===== config.mk =====
export PLATFORM = sky130hd
export DESIGN_NAME = drive_fieldbus_command_status_word
export DESIGN_NICKNAME = d
export VERILOG_FILES = /design/src/drive_fieldbus_command_status_word.v /design/src/sync_bits.v /design/src/pulse_watchdog.v
export VERILOG_INCLUDE_DIRS = /design/src /design/src/src
export SDC_FILE = /design/constraint.sdc
export NUM_CORES = 1
export LEC_CHECK = 0
export BUFFER_PORTS_ARGS = -buffer_cell sky130_fd_sc_hd__buf_4
export CORE_UTILIZATION = 54
export CTS_BUF_LIST = sky130_fd_sc_hd__clkbuf_8
export DETAILED_ROUTE_END_ITERATION = 8
export PLACE_DENSITY = 0.81
export SLEW_MARGIN = 40
export SYNTH_ARGS = -nofsm -noshare
export SYNTH_HDL_FRONTEND = slang
export SYNTH_SLANG_ARGS = --single-unit

===== constraint.sdc =====
create_clock -name clk -period 2.5 [get_ports clk]
set_clock_uncertainty 0.15 [all_clocks]
set_input_delay 0.5 -clock clk [delete_from_list [all_inputs] [get_ports clk]]
set_output_delay 0.5 -clock clk [all_outputs]
set_load 0.05 [all_outputs]

===== src/fieldbus_cmd_regs.vh =====
`ifndef FIELDBUS_CMD_REGS_VH
`define FIELDBUS_CMD_REGS_VH

// full-profile command word bit positions
`define CMD_ON_BIT        0
`define CMD_COAST_N_BIT   1
`define CMD_QSTOP_N_BIT   2
`define CMD_START_BIT     3
`define CMD_FLT_ACK_BIT   7
`define CMD_JOG1_BIT      8
`define CMD_JOG2_BIT      9
`define CMD_BUS_EN_BIT    10
`define CMD_WDOG_BIT      11

// status word bit positions
`define STS_RDY_ON_BIT    0
`define STS_RDY_RUN_BIT   1
`define STS_RUN_BIT       2
`define STS_FAULT_BIT     3
`define STS_COAST_N_BIT   4
`define STS_QSTOP_N_BIT   5
`define STS_INHIBIT_BIT   6
`define STS_WARN_BIT      7
`define STS_AT_REF_BIT    8
`define STS_BUS_CTL_BIT   9
`define STS_ABOVE_BIT     10
`define STS_WDOG_BIT      15

// basic command word bit positions
`define BAS_START_BIT     0
`define BAS_DIR_BIT       1
`define BAS_RESET_BIT     2
`define BAS_DIN_LSB       3
`define BAS_DIN_MSB       7

// reset values
`define STATUS_RESET      16'h0000
`define WD_TIMER_RESET    32'h0000_0000

// timing: watchdog delay setting is in milliseconds
`define CLK_HZ            10000000
`define WD_UNIT_MS        1
`define CYC_PER_MS        ((`CLK_HZ / 1000) * `WD_UNIT_MS)

`endif


===== src/drive_fieldbus_command_status_word.v =====
// Contract
// - command bit 8 with jogging enabled selects jog reference one.
// - command bit 9 with jogging enabled selects jog reference two.
// - main command word obeyed only while command bit 10 is set.
// - clearing bit 10 while running causes a coasting stop.
// - missing toggles of bit 11 past the delay cause a fault.
// - a zero watchdog delay disables pulse supervision entirely.
// - status bit 0 shows ready to switch on.
// - status bit 1 shows ready to run.
// - status bit 2 shows running and modulating.
// - status bit 3 shows fault state.
// - status bit 4 low while coasting stop is commanded.
// - status bit 5 low while quick stop is commanded.
// - inhibit clears only after stops released then off applied.
// - status bit 7 follows warning, no acknowledgement.
// - status bit 8 shows speed at reference within tolerance.
// - status bit 9 shows fieldbus control active.
// - status bit 10 shows speed above configured limit.
// - status bit 15 echoes command bit 11.
// - basic word bit 0 start, bit 1 direction.
// - basic word bit 2 rising edge resets faults.
// - basic word bits 3 to 7 pass out as bus inputs.
// - rising edge of on bit clears inhibit, goes ready to run.
`include "fieldbus_cmd_regs.vh"

module drive_fieldbus_command_status_word #(
   parameter REF_W = 16,
   parameter DW = 16
) (
   // clock and reset
   input wire clk,
   input wire reset_n,
   // fieldbus words (from the bus interface, asynchronous)
   input wire [15:0] commandWord,
   input wire [15:0] basicCommandWord,
   output wire [15:0] fieldbusStatusWord,
   // configuration
   input wire [DW-1:0] watchdogTimeoutSetting,
   input wire jogEnable,
   // drive state inputs
   input wire driveFault,
   input wire driveWarning,
   input wire modulating,
   input wire speedAtRef,
   input wire speedAboveLimit,
   // speed references
   input wire [REF_W-1:0] busSpeedRef,
   input wire [REF_W-1:0] jogRefOne,
   input wire [REF_W-1:0] jogRefTwo,
   output reg [REF_W-1:0] speedRef,
   // drive commands
   output reg runCmd,
   output reg coastStop,
   output reg quickStop,
   output reg faultReset,
   output reg busControlActive,
   output reg watchdogFault,
   // basic combination outputs
   output reg basicStart,
   output reg basicReverse,
   output reg basicFaultReset,
   output reg [4:0] busInputs
);
   // ---------------------------------------------------------------
   // input synchronisers
   // ---------------------------------------------------------------
   // each bit is synchronised on its own: a word caught mid-change may show
   // a mix of old and new bits for one cycle, so the master must hold levels
   wire [15:0] cmdS;
   wire [15:0] basS;

   sync_bits #(.W(16)) u_sync_cmd (
      .clk(clk),
      .reset_n(reset_n),
      .din(commandWord),
      .dout(cmdS)
   );

   sync_bits #(.W(16)) u_sync_bas (
      .clk(clk),
      .reset_n(reset_n),
      .din(basicCommandWord),
      .dout(basS)
   );

   // ---------------------------------------------------------------
   // command decode
   // ---------------------------------------------------------------
   // previous synchronised word for edge detection; resets to the idle level
   reg [15:0] cmdOld_q;
   reg basResetOld_q;
   wire busEn = cmdS[`CMD_BUS_EN_BIT];
   // with bus control off the word is treated as all commands idle
   wire onCmd = busEn & cmdS[`CMD_ON_BIT];
   wire coastReq = busEn & ~cmdS[`CMD_COAST_N_BIT];
   wire quickReq = busEn & ~cmdS[`CMD_QSTOP_N_BIT];
   wire startReq = busEn & cmdS[`CMD_START_BIT];
   wire onRise = onCmd & ~cmdOld_q[`CMD_ON_BIT];
   wire ackRise = busEn & cmdS[`CMD_FLT_ACK_BIT] & ~cmdOld_q[`CMD_FLT_ACK_BIT];
   // one-cycle flag: fieldbus control withdrawn on this edge
   wire busDrop = ~busEn & cmdOld_q[`CMD_BUS_EN_BIT];
   wire basRise = basS[`BAS_RESET_BIT] & ~basResetOld_q;
   wire wdExpired;
   // either word may acknowledge faults; both share one reset path
   wire anyReset = ackRise | basRise;

   // the same fault reset that leaves the fault state clears the watchdog
   pulse_watchdog #(.DW(DW)) u_wdog (
      .clk(clk),
      .reset_n(reset_n),
      .pulse(cmdS[`CMD_WDOG_BIT]),
      .delayMs(watchdogTimeoutSetting),
      .clear(anyReset),
      .expired(wdExpired)
   );

   // ---------------------------------------------------------------
   // switch-on state machine
   // ---------------------------------------------------------------
   // one-hot state codes
   localparam [4:0] ST_INHIBIT = 5'h01;
   localparam [4:0] ST_RDY_ON = 5'h02;
   localparam [4:0] ST_RDY_RUN = 5'h04;
   localparam [4:0] ST_RUN = 5'h08;
   localparam [4:0] ST_FAULT = 5'h10;

   reg [4:0] state_q;
   reg [4:0] state_d;
   reg offSeen_q;
   reg offSeen_d;
   wire faultNow = driveFault | wdExpired;
   wire stopsFree = ~coastReq & ~quickReq;

   always @* begin
      state_d = state_q;
      offSeen_d = offSeen_q;
      case (state_q)
         ST_INHIBIT: begin
            // off must follow release of both stops before on is honoured
            if (!stopsFree)
               offSeen_d = 1'b0;
            else if (!onCmd)
               offSeen_d = 1'b1;
            if (offSeen_q && stopsFree && onRise) begin
               state_d = ST_RDY_RUN;
               offSeen_d = 1'b0;
            end
         end
         ST_RDY_ON: begin
            // off seen: only a fresh on edge brings the drive back
            if (onRise)
               state_d = ST_RDY_RUN;
         end
         ST_RDY_RUN: begin
            // dropping on outranks a start request in the same cycle
            if (!onCmd)
               state_d = ST_RDY_ON;
            else if (startReq)
               state_d = ST_RUN;
         end
         ST_RUN: begin
            // losing bus control while running must coast, not ramp
            if (busDrop)
               state_d = ST_INHIBIT;
            else if (!onCmd)
               state_d = ST_RDY_ON;
            else if (!startReq)
               state_d = ST_RDY_RUN;
         end
         ST_FAULT: begin
            // leaving needs the fault itself gone, not only the reset pulse
            if (anyReset && !driveFault)
               state_d = ST_INHIBIT;
         end
         default: begin
            // an illegal code falls back to the safest state
            state_d = ST_INHIBIT;
         end
      endcase
      // faults outrank stop requests, and both outrank the normal sequence
      if (state_q != ST_FAULT && faultNow)
         state_d = ST_FAULT;
      else if (state_q != ST_FAULT && (coastReq || quickReq))
         state_d = ST_INHIBIT;
   end

   always @(posedge clk) begin
      if (!reset_n) begin
         state_q <= ST_INHIBIT;
         offSeen_q <= 1'b0;
         cmdOld_q <= 16'h0000;
         basResetOld_q <= 1'b0;
      end else begin
         state_q <= state_d;
         offSeen_q <= offSeen_d;
         cmdOld_q <= cmdS;
         basResetOld_q <= basS[`BAS_RESET_BIT];
      end
   end

   // ---------------------------------------------------------------
   // status word
   // ---------------------------------------------------------------
   reg [15:0] status_q;
   reg [15:0] status_d;

   // state bits lag the command word by one cycle more than the level bits
   always @* begin
      status_d = `STATUS_RESET;
      status_d[`STS_RDY_ON_BIT] = (state_q == ST_RDY_ON);
      status_d[`STS_RDY_RUN_BIT] = (state_q == ST_RDY_RUN);
      status_d[`STS_RUN_BIT] = (state_q == ST_RUN) & modulating;
      status_d[`STS_FAULT_BIT] = (state_q == ST_FAULT);
      status_d[`STS_COAST_N_BIT] = ~coastReq;
      status_d[`STS_QSTOP_N_BIT] = ~quickReq;
      status_d[`STS_INHIBIT_BIT] = (state_q == ST_INHIBIT);
      status_d[`STS_WARN_BIT] = driveWarning;
      status_d[`STS_AT_REF_BIT] = speedAtRef;
      status_d[`STS_BUS_CTL_BIT] = busEn;
      status_d[`STS_ABOVE_BIT] = speedAboveLimit;
      status_d[`STS_WDOG_BIT] = cmdS[`CMD_WDOG_BIT];
   end

   // ---------------------------------------------------------------
   // status register
   // ---------------------------------------------------------------
   // registered so the master never reads a half-updated word
   always @(posedge clk) begin
      if (!reset_n) begin
         status_q <= `STATUS_RESET;
      end else begin
         status_q <= status_d;
      end
   end

   // ---------------------------------------------------------------
   // speed reference
   // ---------------------------------------------------------------
   // jogging is honoured only under fieldbus control and with its own enable;
   // both jog bits together select neither jog reference
   wire jog1 = busEn & jogEnable & cmdS[`CMD_JOG1_BIT] & ~cmdS[`CMD_JOG2_BIT];
   wire jog2 = busEn & jogEnable & cmdS[`CMD_JOG2_BIT] & ~cmdS[`CMD_JOG1_BIT];

   always @(posedge clk) begin
      if (!reset_n) begin
         speedRef <= {REF_W{1'b0}};
      end else begin
         if (jog1)
            speedRef <= jogRefOne;
         else if (jog2)
            speedRef <= jogRefTwo;
         else if (busEn)
            speedRef <= busSpeedRef;
         else
            speedRef <= {REF_W{1'b0}};
      end
   end

   // ---------------------------------------------------------------
   // drive commands
   // ---------------------------------------------------------------
   // the coast pulse on a control drop lasts one cycle; the drive latches it
   always @(posedge clk) begin
      if (!reset_n) begin
         runCmd <= 1'b0;
         coastStop <= 1'b0;
         quickStop <= 1'b0;
         faultReset <= 1'b0;
         busControlActive <= 1'b0;
         watchdogFault <= 1'b0;
      end else begin
         runCmd <= (state_q == ST_RUN);
         coastStop <= coastReq | (busDrop & (state_q == ST_RUN));
         quickStop <= quickReq;
         faultReset <= anyReset;
         busControlActive <= busEn;
         watchdogFault <= wdExpired;
      end
   end

   // ---------------------------------------------------------------
   // basic combination word
   // ---------------------------------------------------------------
   // this word bypasses the switch-on sequence and ignores bus control
   always @(posedge clk) begin
      if (!reset_n) begin
         basicStart <= 1'b0;
         basicReverse <= 1'b0;
         basicFaultReset <= 1'b0;
         busInputs <= 5'h00;
      end else begin
         basicStart <= basS[`BAS_START_BIT];
         basicReverse <= basS[`BAS_DIR_BIT];
         basicFaultReset <= basRise;
         busInputs <= basS[`BAS_DIN_MSB:`BAS_DIN_LSB];
         // bits 15..8 of the basic word are never read
      end
   end

   assign fieldbusStatusWord = status_q;
endmodule


===== src/sync_bits.v =====
module sync_bits #(
   parameter W = 16
) (
   // clock and reset
   input wire clk,
   input wire reset_n,
   // data
   input wire [W-1:0] din,
   output wire [W-1:0] dout
);
   reg [W-1:0] meta_q;
   reg [W-1:0] sync_q;

   always @(posedge clk) begin
      if (!reset_n) begin
         meta_q <= {W{1'b0}};
         sync_q <= {W{1'b0}};
      end else begin
         meta_q <= din;
         sync_q <= meta_q;
      end
   end

   assign dout = sync_q;
endmodule


===== src/pulse_watchdog.v =====
`include "fieldbus_cmd_regs.vh"

module pulse_watchdog #(
   parameter DW = 16
) (
   // clock and reset
   input wire clk,
   input wire reset_n,
   // supervised pulse and setting
   input wire pulse,
   input wire [DW-1:0] delayMs,
   input wire clear,
   // result
   output wire expired
);
   // ---------------------------------------------------------------
   // toggle supervision
   // ---------------------------------------------------------------
   reg pulseOld_q;
   reg [31:0] cyc_q;
   reg [DW-1:0] ms_q;
   reg expired_q;
   wire edgeSeen = pulse ^ pulseOld_q;
   wire msTick = (cyc_q == `CYC_PER_MS - 1);

   always @(posedge clk) begin
      if (!reset_n) begin
         pulseOld_q <= 1'b0;
         cyc_q <= `WD_TIMER_RESET;
         ms_q <= {DW{1'b0}};
         expired_q <= 1'b0;
      end else begin
         pulseOld_q <= pulse;
         if (delayMs == {DW{1'b0}} || edgeSeen) begin
            cyc_q <= `WD_TIMER_RESET;
            ms_q <= {DW{1'b0}};
         end else if (msTick) begin
            cyc_q <= `WD_TIMER_RESET;
            if (ms_q != delayMs)
               ms_q <= ms_q + {{(DW-1){1'b0}}, 1'b1};
         end else begin
            cyc_q <= cyc_q + 32'h0000_0001;
         end
         // expiry is sticky; a new expiry in the clear cycle wins
         if (delayMs != {DW{1'b0}} && ms_q == delayMs && !edgeSeen)
            expired_q <= 1'b1;
         else if (clear)
            expired_q <= 1'b0;
      end
   end

   assign expired = expired_q;
endmodule


Word level (Yosys, flattened, before mapping)

Index checks and enable logic that the tools add are counted.
Widths: inputs -> output; s select.

Add/sub/neg operators: 2
Muxes and demuxes: 19
Bitwise operators: 32
Equality and inequality tests: 20
Reductions and logical operators: 21

Operators with widths:

| operator              | number |
|---|---|
| $mux 5                | 10 |
| $mux 16               | 3 |
| $add 32x1->32 const B | 1 |
| $eq 32x14->1 const B  | 1 |
| $pmux 5 s5            | 1 |
| $and 1x1->1           | 17 |
| $add 16x1->16 const B | 1 |
| $eq 16x16->1          | 1 |
| $logic_not 16->1      | 1 |
| $ne 16x16->1          | 1 |
| $reduce_bool 16->1    | 1 |
| $not 1->1             | 11 |
| $reduce_and 5->1      | 2 |
| $ne 4x1->1 const B    | 2 |
| $logic_and 1x1->1     | 7 |
| $ne 6x6->1 const B    | 1 |
| $reduce_or 3->1       | 2 |
| $eq 5x1->1 const B    | 1 |
| $eq 5x2->1 const B    | 1 |
| $eq 5x3->1 const B    | 1 |
| $eq 5x4->1 const B    | 1 |
| $eq 5x5->1 const B    | 1 |
| $mux 1                | 5 |
| $ne 5x3->1 const B    | 1 |
| other kinds (14)      | 20 |

Output and inout bits: 46
Flip-flop bits (word level): 154
Word-level logic and storage cells: 120
Bits of input ports: 104

Longest topological paths before layout

Depth after elaboration: 10
Depth in mapped cells: 8
Depth with buffers taken out: 6

Modules after synthesis

A second synthesis with hierarchy kept.

Cells, all modules: 676
Area, all modules: 6477.5 um2

By module, submodules not included:

| module                             | cells an instance | instances | seq. area each (um2) | area an instance (um2) |
|---|---|---|---|---|
| pulse_watchdog                     | 314               | 1         | 1001.0               | 2642.5 |
| drive_fieldbus_command_status_word | 228               | 1         | 1001.0               | 2043.2 |
| sync_bits                          | 67                | 2         | 640.6                | 895.9 |

Worst setup path before layout

Ideal clock, no wire load.

Path kind: register to register
Start point: register u_wdog.cyc_q[0]
End point: register u_wdog.ms_q[11]
Period minus slack after synthesis: 2.036 ns
Slack: 0.464 ns
Cell stages (with the launch flop): 8
Arrival: 1.815 ns
Required time: 2.280 ns
Cell sequence: dfxtp_1 > ha_1 > and3_1 > and4_2 > nand2_4 > buf_6 > or4_1 > a21oi_1

Cells in the longest elaborated chain, start to end: 2

Ends and longest elaborated chain:

| item                              | line                | text |
|---|---|---|
| start: declaration                | pulse_watchdog.v:20 | `reg [31:0] cyc_q;` |
| start signal: assignment          | pulse_watchdog.v:29 | `` cyc_q <= `WD_TIMER_RESET; `` |
| start signal: assignment          | pulse_watchdog.v:35 | `` cyc_q <= `WD_TIMER_RESET; `` |
| start signal: assignment          | pulse_watchdog.v:38 | `` cyc_q <= `WD_TIMER_RESET; `` |
| $eq 32x14->1                      | pulse_watchdog.v:24 | `` wire msTick = (cyc_q == `CYC_PER_MS - 1); `` |
| $reduce_and 2->1 (no source line) | --                  |  |
| end signal: assignment            | pulse_watchdog.v:30 | `ms_q <= {DW{1'b0}};` |
| end signal: assignment            | pulse_watchdog.v:36 | `ms_q <= {DW{1'b0}};` |
| end signal: assignment            | pulse_watchdog.v:40 | `ms_q <= ms_q + {{(DW-1){1'b0}}, 1'b1};` |
| end: declaration                  | pulse_watchdog.v:21 | `reg [DW-1:0] ms_q;` |

Every way passes these cells.
A chain may end at the register's enable or synchronous reset.

Worst setup path in the final report

Start point: register u_wdog.cyc_q[0]
End point: register u_wdog.ms_q[14]

Same word-level chain as after synthesis.

==> key figures <==
CTS
  • # hold bufs at CTS: 0
  • Post-CTS sizing: 0
  • Num Clock Sinks: 133
  • Root Driver: clkbuf_8
  • Clock Pin Slew Worst Setup and Hold Paths: 0.08 ns
  • CTS H-tree depth: 4
  • Clock latency on the worst-skew pair: 0.42 ns
  • Max clock buf depth: 2
  • Post-CTS Setup Inserts: 0
  • CTS Buf Count: 17
  • TritonCTS clock tree: yes

Critical path
  • WP data arrival: 2.49 ns
  • Startpoint Class: flip-flop
  • CP max stage cell: or4_1
  • Worst EP required: 2.69 ns
  • CP cell instances: ha_1 -> and3_1 -> and4_2 -> nand3_1 -> or4_1 -> a21oi_1
  • Crit Path Category: flip-flop to flip-flop
  • CP max stage delay: 0.51 ns
  • Critical path fanouts, max: 6
  • CP Capture Type: flip-flop
  • Reg2reg path depth: 6

Final layout
  • Layout Nets: 818
  • # diodes: 0
  • Final instance area: 6890 um^2
  • Final Core Density: 70.8%
  • Layout cells sized above 1: 24.4%
  • Area grow syn2layout: 27.1%
  • Post-Layout Cell Count: 857
  • Filler cell count in the final layout: 779

Floorplanning
  • Die width: 102 um
  • I/O Pins: 150
  • Site row count: 36
  • Vert. Die Dim: 102 um
  • Initial Util: 55.7%
  • Floorplan Core Area: 9730 um^2
  • DIE AREA: 10,400 um^2

Placement
  • Placed cell areas: 6470 um^2
  • Post-DP HPWL: 8780 um
  • Placed cells: 826
  • Port buffer count: 130
  • Placer congestion estimate: 0.810

Logic synthesis
  • Syn_area_per_cell: 9.20 um^2
  • Async set-reset flop share out of synthesis: 0%
  • Synthesized area: 5420 um^2
  • Yosys reg bits: 133
  • Post-synth EDFFs: 0
  • Mapped Cells: 589
  • Yosys top cell area share: 49.1%
  • Ranking of synthesized cells by area: dfxtp_1, and2_1, nor2_1
  • Top FF cell, synth: dfxtp_1
  • Count of cell types in the netlist: 54
  • Sequential share of the synthesized area: 49.1%
  • Yosys top cell by area: dfxtp_1
  • Syn. warnings: 0

Timing
  • F_max: 435 MHz
  • Rel. slew slack: 48.0%
  • Final worst-path cycle share: 92.0%
  • RSZ-0062 raised after global routing: no
  • Final number of setup-violating endpoints: 0
  • Final count of pins violating max slew: 0
  • Tightest Pin Transition: 0.776 ns
  • Final Hold Vio Count: 0
  • Clock period minus worst slack: 2.30 ns
  • Setup TNS: 0 ns

Worst hold path
  • Hold depth: 2
  • Worst hold-check path type: input port to flip-flop

Power and ir drop
  • Pwr Density: 644 nW/um^2
  • Design Power: 4440 uW
  • Leakage power: 0.00272 uW
  • Worst VDD drop: 0.545 mV

GRT
  • Largest net degree at the start of global routing: 49
  • Met2 Track Usage GR: 39.0%
  • Vias in the first global route: 4,143
  • M3 GR Usage: 5.54%
  • Aggregate global-route resource usage: 23.3%
  • GR peak layer: met2
  • Met1 usage: 29.6%
  • Initial antenna violation count: 0
  • First-pass GRT wire length: 19,100 um
  • Remaining global-route overflow: 0

Route
  • Mean number of vias per cell: 5.46
  • # DRC: 0
  • Vias: 4,676
  • Total wire length: 12,400 um
  • Initial drt markers: 202
  • DRT Pass-1 Iters: 4
  • Wirelength per Cell: 14.4 um
  • Post-DRT Antenna Nets: 0

Job
  • Max-Cap Viols: 0

Outcome
  • Status: completed
-- worst paths after layout --
| check | startpoint | end | slack (ns) |
|---|---|---|---|
| min reg2reg | basResetOld_q | basicFaultReset | 0.26 |
| max | u_wdog.cyc_q[0] | u_wdog.ms_q[14] | 0.20 |
| min | modulating | fieldbusStatusWord[2] | 0.13 |
| max reg2reg | u_wdog.cyc_q[0] | u_wdog.ms_q[14] | 0.20 |
-- cell families (layout without fill, tap and decap cells) --
group / count (synthesis) / count (layout) / synth area share (%)
other: 1 / 4 / 0.0692
flip-flops: 133 / 133 / 49.1
AO/OA/AOI/OAI: 80 / 80 / 9.72
AND/OR/NAND/NOR: 286 / 286 / 29.8
multiplexers: 1 / 1 / 0.185
buffers and inverters: 42 / 174 / 3.51
XOR/XNOR: 44 / 44 / 7.11
adder cells (fa/ha/maj): 2 / 2 / 0.462
-- placed cells by master (no fill, tap or decap), types with 5 or more instances in the layout --
master    instances
and3_1            9
and4_1            6
inv_1             6
nand2b_1          5
nand4_1          18
o21ai_0          13
and2_1           55
nor4_1           10
a21oi_1          25
clkbuf_8         19
dfxtp_1         133
a311oi_1         16
or3_1             8
nand2_1          36
xor2_1           20
nor3_1            8
nand3_1          37
xnor2_1          24
or4_1            12
nor2_1           56
o31ai_1          14
buf_4           138
-- synthesized netlist by cell type, types with 2 or more instances --
library cell,n
nand4b_1,4
and4_1,6
or4_1,12
nand2b_1,5
ha_1,2
nand4_1,18
buf_2,2
inv_1,4
and3_1,9
nor4_1,10
o31ai_1,14
and4_2,2
or3_1,8
nor4b_1,2
o21ai_0,13
a311oi_1,16
nand2_1,36
o21a_1,2
xor2_1,20
and2_1,55
nand3_1,37
nor2_1,56
xnor2_1,24
a21oi_1,25
nand3b_1,3
buf_4,6
nor2b_1,4
dfxtp_1,133
o21ai_1,2
nor3_1,8
clkbuf_1,28
-- report_power, final --
group          total (uW)  switching (uW)  internal [uW]
Sequential           2200            28.4           2170
Combinational         376             202            174
Clock                1860             821           1040
Total                4440            1050           3380
-- metrics by stage --
step	hold WS (ns)	worst slack (ns)
4_1_cts	0.113	0.217
2_1_floorplan	0.232	0.464
6_report	0.133	0.200
3_3_place_gp	0.241	0.336
5_1_grt	0.115	0.0940
3_5_place_dp	0.256	0.226
-- metal layers --
metal	vias to the layer above	routed length [um]	part of all wire (%)
met4	0	131	1.1
met2	144	6270	51
met1	2191	5260	43
li1	2329	-	-
met5	-	0	0
met3	12	703	5.7
-- worst max-delay path, delay by kind of cell (launching register included) --
| kind | cells | cell delay [ns] |
|---|---|---|
| AO/OA/AOI/OAI | 1 | 0.16 |
| adder cells (fa/ha/maj) | 1 | 0.26 |
| flip-flops | 1 | 0.37 |
| AND/OR/NAND/NOR | 4 | 1.29 |
-- layout make-up --
cell class | count | area (um^2) | share of cell area (%)
Sequential cell | 133 | 2660 | 38.7
Clock inverter | 12 | 155 | 2.25
Multi-Input combinational cell | 417 | 2590 | 37.6
Timing Repair Buffer | 138 | 1040 | 15.0
Tap cell | 133 | 166 | 2.42
Inverter | 5 | 18.8 | 0.272
Clock buffer | 19 | 262 | 3.80
-- registers in the layout, indices dropped and copies added, names as in the netlist, 5 cells and up --
signal	count
u_sync_cmd.dout	9
speedRef	16
fieldbusStatusWord	11
u_sync_cmd.meta_q	9
u_wdog.ms_q	16
u_wdog.cyc_q	32
u_sync_bas.meta_q	8
busInputs	5
u_sync_bas.dout	8
state_q	5
Note: power is estimated with default switching activity, not from simulation.
